`src/design/p2c_pkg.sv`:
```
// package: register map, field masks and pad carrier for the port 2 pad control block
package p2c_pkg;

   // ****************************************************************
   // register indices (byte address is four times the index)
   // ****************************************************************
   localparam logic [13:0] P2C_IDX_PIN_LEVELS    = 14'h000F;
   localparam logic [13:0] P2C_IDX_OUTPUT_LATCH  = 14'h0002;
   localparam logic [13:0] P2C_IDX_DIRECTION     = 14'h0F1C;
   localparam logic [13:0] P2C_IDX_PULLUP_ENABLE = 14'h0F29;
   localparam logic [13:0] P2C_IDX_DRIVE_TYPE    = 14'h0F43;

   // ****************************************************************
   // widths, field masks and reset values
   // ****************************************************************
   localparam int          P2C_WIDTH         = 8;
   localparam int          P2C_ADR_WIDTH     = 16;
   localparam int          P2C_ADR_LSB       = 2;
   localparam logic [7:0]  P2C_CTRL_MASK     = 8'hE7;
   localparam logic [7:0]  P2C_ALWAYS_PIN    = 8'h18;
   localparam logic [7:0]  P2C_RESET_BYTE    = 8'h00;
   localparam logic [31:0] P2C_RESET_WORD    = 32'h0000_0000;

   // ****************************************************************
   // pad carrier
   // ****************************************************************
   typedef struct packed {
      logic [P2C_WIDTH-1:0] level;
      logic [P2C_WIDTH-1:0] drive_en;
      logic [P2C_WIDTH-1:0] pullup_on;
   } p2c_pad_t;

endpackage

```
`src/design/p2c_port.sv`:
```
// module: port 2 pad drive, pull-up and pin readback with a classic wishbone slave
// Notes on behaviour
// - bits 0-2,5-7 drive-type bit 0 push-pull, 1 open-drain; bits 3,4 read zero.
// - pull-up connects only if enabled and pin is input or open-drain output.
// - pin read gives 0 for an output bit 0-2,5-7 with push-pull drive.
// - bits 0-2,5-7 read pin level when input or open-drain output.
// - pin read bits 3 and 4 always return the pin level.
// - direction bit 0 input, 1 output; reset makes all pins inputs.
// - output drives low on latch 0; latch 1 drives high or releases if open-drain.
//
// Decided for this implementation: the Wishbone slave port.
`timescale 1ns/10ps
module p2c_port
   import p2c_pkg::*;
   #(
   parameter int WIDTH = P2C_WIDTH
   ) (
   input  wire logic                     clk_i,
   input  wire logic                     rst_i,
   input  wire logic                     cyc_i,
   input  wire logic                     stb_i,
   input  wire logic                     we_i,
   input  wire logic [P2C_ADR_WIDTH-1:0] adr_i,
   input  wire logic [3:0]               sel_i,
   input  wire logic [31:0]              dat_i,
   output logic      [31:0]              dat_o,
   output logic                          ack_o,
   input  wire logic [WIDTH-1:0]         pad_in_i,
   output p2c_pad_t                      pad_o
   );

   // ****************************************************************
   // declarations
   // ****************************************************************
   logic [WIDTH-1:0] direction_reg;
   logic [WIDTH-1:0] latch_reg;
   logic [WIDTH-1:0] drive_type_reg;
   logic [WIDTH-1:0] pullup_reg;

   logic [WIDTH-1:0] sync1_reg;
   logic [WIDTH-1:0] sync2_reg;
   logic [WIDTH-1:0] sync3_reg;
   logic [WIDTH-1:0] pin_reg;
   logic [WIDTH-1:0] pin_next;

   logic [WIDTH-1:0] drive_en_bits;
   logic [WIDTH-1:0] pullup_bits;
   logic [WIDTH-1:0] readback;
   logic [31:0]      rdata_next;

   logic [WIDTH-1:0] wdata;
   logic [WIDTH-1:0] drive_type_wdata;
   logic [WIDTH-1:0] pullup_wdata;

   logic             ack_reg;
   logic [31:0]      dat_reg;
   logic             req;
   logic             wr;
   logic [13:0]      idx;
   logic             hit_output_latch;
   logic             hit_direction;
   logic             hit_pullup_enable;
   logic             hit_drive_type;

   // ****************************************************************
   // request decode
   // ****************************************************************
   // ack_reg blocks a second take of a request still held in the ack cycle
   assign req = cyc_i & stb_i & ~ack_reg;
   assign wr  = req & we_i & sel_i[0];
   assign idx = adr_i[P2C_ADR_WIDTH-1:P2C_ADR_LSB];

   assign hit_output_latch  = (idx == P2C_IDX_OUTPUT_LATCH);
   assign hit_direction     = (idx == P2C_IDX_DIRECTION);
   assign hit_pullup_enable = (idx == P2C_IDX_PULLUP_ENABLE);
   assign hit_drive_type    = (idx == P2C_IDX_DRIVE_TYPE);

   // ****************************************************************
   // register write data
   // ****************************************************************
   // read-only positions are masked off before they reach the registers
   assign wdata            = dat_i[WIDTH-1:0];
   assign drive_type_wdata = wdata & P2C_CTRL_MASK[WIDTH-1:0];
   assign pullup_wdata     = wdata & P2C_CTRL_MASK[WIDTH-1:0];

   // ****************************************************************
   // pin input synchroniser and agreement filter
   // ****************************************************************
   always_ff @(posedge clk_i) begin
      if (rst_i) begin
         sync1_reg <= P2C_RESET_BYTE;
         sync2_reg <= P2C_RESET_BYTE;
         sync3_reg <= P2C_RESET_BYTE;
      end else begin
         sync1_reg <= pad_in_i;
         sync2_reg <= sync1_reg;
         sync3_reg <= sync2_reg;
      end
   end

   // ****************************************************************
   // agreement filter, per bit
   // ****************************************************************
   for (genvar b = 0; b < WIDTH; b++) begin : g_filter
      logic agree;

      // a one-cycle glitch never sees stages two and three agree
      assign agree       = ~(sync2_reg[b] ^ sync3_reg[b]);
      assign pin_next[b] = agree ? sync2_reg[b] : pin_reg[b];
   end

   always_ff @(posedge clk_i) begin
      if (rst_i) begin
         pin_reg <= P2C_RESET_BYTE;
      end else begin
         pin_reg <= pin_next;
      end
   end

   // ****************************************************************
   // control registers
   // ****************************************************************
   always_ff @(posedge clk_i) begin
      if (rst_i) begin
         direction_reg <= P2C_RESET_BYTE;
      end else if (wr && hit_direction) begin
         direction_reg <= dat_i[WIDTH-1:0];
      end
   end

   always_ff @(posedge clk_i) begin
      if (rst_i) begin
         latch_reg <= P2C_RESET_BYTE;
      end else if (wr && hit_output_latch) begin
         latch_reg <= wdata;
      end
   end

   always_ff @(posedge clk_i) begin
      if (rst_i) begin
         drive_type_reg <= P2C_RESET_BYTE;
      end else if (wr && hit_drive_type) begin
         drive_type_reg <= drive_type_wdata;
      end
   end

   always_ff @(posedge clk_i) begin
      if (rst_i) begin
         pullup_reg <= P2C_RESET_BYTE;
      end else if (wr && hit_pullup_enable) begin
         pullup_reg <= pullup_wdata;
      end
   end

   // ****************************************************************
   // per-bit pad drive, pull-up and readback
   // ****************************************************************
   for (genvar b = 0; b < WIDTH; b++) begin : g_bit
      logic is_output;
      logic is_open_drain;
      logic always_pin;

      assign is_output     = direction_reg[b];
      assign is_open_drain = drive_type_reg[b];
      assign always_pin    = P2C_ALWAYS_PIN[b];

      // open-drain with latch high releases the pin
      assign drive_en_bits[b] = is_output & (~latch_reg[b] | ~is_open_drain);
      assign pullup_bits[b]   = pullup_reg[b] & (~is_output | is_open_drain);
      // push-pull outputs read zero, except the two always-pin bits
      assign readback[b]      = pin_reg[b] & (always_pin | ~is_output | is_open_drain);
   end

   // ****************************************************************
   // pad carrier
   // ****************************************************************
   assign pad_o = '{
      level:     latch_reg,
      drive_en:  drive_en_bits,
      pullup_on: pullup_bits
   };

   // ****************************************************************
   // read data select
   // ****************************************************************
   always_comb begin
      rdata_next = P2C_RESET_WORD;
      unique case (idx)
         P2C_IDX_PIN_LEVELS:    rdata_next[WIDTH-1:0] = readback;
         P2C_IDX_OUTPUT_LATCH:  rdata_next[WIDTH-1:0] = latch_reg;
         P2C_IDX_DIRECTION:     rdata_next[WIDTH-1:0] = direction_reg;
         P2C_IDX_PULLUP_ENABLE: rdata_next[WIDTH-1:0] = pullup_reg;
         P2C_IDX_DRIVE_TYPE:    rdata_next[WIDTH-1:0] = drive_type_reg;
         default:               rdata_next = P2C_RESET_WORD;
      endcase
   end

   // ****************************************************************
   // wishbone answer
   // ****************************************************************
   always_ff @(posedge clk_i) begin
      if (rst_i) begin
         ack_reg <= 1'b0;
      end else begin
         ack_reg <= req;
      end
   end

   // ****************************************************************
   // read data, held until the next taken request
   // ****************************************************************
   always_ff @(posedge clk_i) begin
      if (rst_i) begin
         dat_reg <= P2C_RESET_WORD;
      end else if (req) begin
         dat_reg <= rdata_next;
      end
   end

   assign ack_o = ack_reg;
   assign dat_o = dat_reg;

endmodule

```
`config.mk`:
```
export PLATFORM = sky130hd
export DESIGN_NAME = p2c_port
export DESIGN_NICKNAME = d
export VERILOG_FILES = /design/src/design/p2c_pkg.sv /design/src/design/p2c_port.sv
export SDC_FILE = /design/constraint.sdc
export NUM_CORES = 1
export LEC_CHECK = 0
export ABC_AREA = 1
export BUFFER_PORTS_ARGS = -buffer_cell sky130_fd_sc_hd__buf_2
export CORE_ASPECT_RATIO = 0.9
export CORE_MARGIN = 3
export CORE_UTILIZATION = 53
export DETAILED_ROUTE_END_ITERATION = 10
export GPL_TIMING_DRIVEN = 0
export PLACE_DENSITY = 0.82
export REMOVE_ABC_BUFFERS = 1
export SYNTH_ARGS = -nofsm -noshare
export SYNTH_HDL_FRONTEND = slang
export SYNTH_SLANG_ARGS = --single-unit
```
`constraint.sdc`:
```
create_clock -name clk_i -period 3.2 [get_ports clk_i]
set_input_delay 0.16 -clock clk_i [delete_from_list [all_inputs] [get_ports clk_i]]
set_output_delay 0.16 -clock clk_i [all_outputs]
set_load 0.05 [all_outputs]
```
==> results.py <==
metrics = {
    "cts": {
        "cts_tree": "built",
        "cts_sinks": 69,
        "h-tree-depth": 3,
        "cts-root-buf": "clkbuf_8",
        "cts_resized": 0,
        "clk_pin_slew_worst_paths_ps": 70,
        "clkLatencyLatePin_ps": 340,
        "numCtsBuffers": 9,
        "cts_hold_buffers": 0,
        "clk_path_buf_depth": 2,
        "post_cts.repair.setup_buffers": 0,
    },
    "synth": {
        "synth.most_common_cell": "dfxtp_1",
        "synth.area.top_cells": "dfxtp_1, inv_1, a21oi_1",
        "synth.distinct_cells": 27,
        "ys_top_cells_by_count": "dfxtp_1, inv_1, nor2_1",
        "synth_seq_cells": 69,
        "synthCells": 415,
        "synth_seq_area_share_pct": 42.5,
        "synth_top_area_share_pct": 42.5,
        "synth-async-reset-ratio_pct": 0,
        "yosysTopAreaCell": "dfxtp_1",
        "synthFlopType": "dfxtp_1",
        "ys.warnings.count": 0,
        "avgSynthCellArea_um2": 7.83,
        "synth-edff-count": 0,
        "syn_area_mm2": 0.00325,
    },
    "setup_path": {
        "r2r_end": "direction_reg[3]$_SDFFE_PP0P_",
        "worstPathMaxFanout": 36,
        "critPathRequiredTime_ps": 3420,
        "cp-start-kind": "primary input",
        "reg2regPathDepth": 5,
        "startpoint": "rst_i",
        "rrSetupSlack_ps": 1730,
        "worstSetupPathType": "in -> reg",
        "end_kind": "register",
        "rr_startpoint": "ack_o$_SDFF_PP0_",
        "arrival_ps": 1700,
    },
    "route": {
        "drc": 0,
        "dr_wl_met2_um": 3310,
        "routed_via_density": 5.05,
        "drt_pass1_iterations": 4,
        "top_layer": "met4",
        "wirelength_um": 7030,
        "m1WireLength_um": 3010,
        "vias": 2777,
        "wl_met3_um": 590,
        "wire_per_inst_um": 12.8,
        "drt_iter0_markers": 151,
        "ant_nets": 0,
    },
    "grt": {
        "first_global_vias": 2475,
        "grt_pass1_wl_um": 11000,
        "antenna_found_initial": 0,
        "track_usage_pct": 19.9,
        "grt_max_degree": 37,
        "gr-total-overflow": 0,
    },
    "floorplanning": {
        "io_pins": 122,
        "coreArea_mm2": 0.00579,
        "design.die.area_mm2": 0.00711,
        "dieHeight_um": 80.3,
        "start_util_pct": 56.1,
        "fp.dieW_um": 88.5,
        "rows": 26,
    },
    "sta": {
        "layout_min_cycle_time_ps": 1480,
        "report.final.slew_viol_count": 0,
        "relSlewSlack_pct": 40.0,
        "finalCritPeriodShare_pct": 46.2,
        "hold_violations": 0,
        "rsz0062_at_grt": "no",
        "tns_ps": 0,
        "clock.fmax_mhz": 676,
        "skew_ps": 6.69,
        "worst_pin_slew_ps": 899,
        "finalSetupViolations": 0,
    },
    "worst_hold_path": {
        "min_from": "pad_in_i[7]",
        "min_to": "sync1_reg[7]$_SDFF_PP0_",
        "worstHoldPathType": "in -> reg",
        "hold_path_depth": 3,
    },
    "outcome": {
        "outcome": "finished, final reports clean",
    },
    "pwr": {
        "total_power_uw": 1800,
        "powerDensity_mw_per_mm2": 493,
        "ir_drop_mv": 0.428,
        "p_leak_uw": 0.00172,
    },
    "layout": {
        "layout-drive-gt1-share_pct": 23.1,
        "syn2layout_area_growth_pct": 12.2,
        "regArea_mm2": 0.00138,
        "diodes": 0,
        "fillers": 532,
        "multi_input_area_mm2": 0.00139,
        "fin_nets": 540,
    },
    "place": {
        "gp_congestion": 0.848,
        "port-buffer-count": 66,
        "dp_hpwl_um": 4950,
    },
    "run": {
        "cap_viol_max_count": 0,
    },
}
-- area by class of cell --
cell class	instances	area share (%)
Clock inverter	4	1.24
Multi-Input combinational cell	263	38.1
Clock buffer	12	4.53
Inverter	66	6.80
Tap cell	70	2.40
Timing Repair Buffer	66	9.06
Sequential cell	69	37.9
-- cells in the final DEF (no fill, tap or decap) --
master	synthesis	final
bufinv_16	0	1
nor2_8	3	3
a21oi_1	48	48
clkinv_2	0	3
nand3_4	1	1
nand3_1	37	37
clkbuf_8	1	12
nor2_4	5	5
nand3_2	3	3
inv_1	65	65
clkinv_1	1	1
conb_1	1	26
o21ai_1	9	9
a21boi_0	6	6
a211oi_2	6	6
a21oi_2	2	2
buf_2	1	66
nand2_2	4	4
or2_4	1	1
nor2_2	3	3
nor2_1	50	50
nand3b_4	1	1
nand2_1	26	26
o21ai_0	32	32
dfxtp_1	69	69
-- worst max-delay path: stages --
cell	delay [ps]
buf_2	560
inv_1	640
o21ai_1	260
a21oi_1	60
-- layer usage --
layer / vias to the layer above / global-route usage [%]
met5: - / 0
met4: 0 / 8.16
met3: 11 / 3.90
met2: 115 / 33.6
met1: 1252 / 24.7
li1: 1399 / -
-- through the flow --
stage	hold WS, ps	utilization (%)	area [µm²]	setup slack, ps	instances
after CTS	17.9	62.9	3640	1720	550
after detailed placement	367	59.3	3430	1350	534
after floorplan	222	-	3020	1700	398
final	21.9	62.9	3640	1720	550
after global placement	361	59.3	3430	1370	534
after global routing	21.7	62.9	3640	1530	550
-- how the worst max path moves through the flow --
stage / endpoint / slack, ps / depth (start not counted)
2_1_floorplan: pad_o[10] / 1700 / 1
3_3_place_gp: dat_o[2]$_SDFFE_PP0N_ / 1370 / 4
3_5_place_dp: latch_reg[6]$_SDFFE_PP0P_ / 1350 / 4
4_1_cts: latch_reg[6]$_SDFFE_PP0P_ / 1720 / 4
5_1_grt: direction_reg[5]$_SDFFE_PP0P_ / 1530 / 4
6_report: latch_reg[6]$_SDFFE_PP0P_ / 1720 / 4
-- where the power goes --
group	switching, µW	internal, µW
clock	309	420
combinational	147	39.1
sequential	7.47	876
-- kinds of logic (layout without fill, tap and decap cells) --
family,Yosys count,count (layout),share of synthesized area (%)
and+or+nand+nor,134,134,21.8
buffers and inverters,108,148,17.7
AOI/OAI and AO/OA,103,103,17.9
DFF,69,69,42.5
other,1,26,0.115
Note: power is estimated with default switching activity, not from simulation.
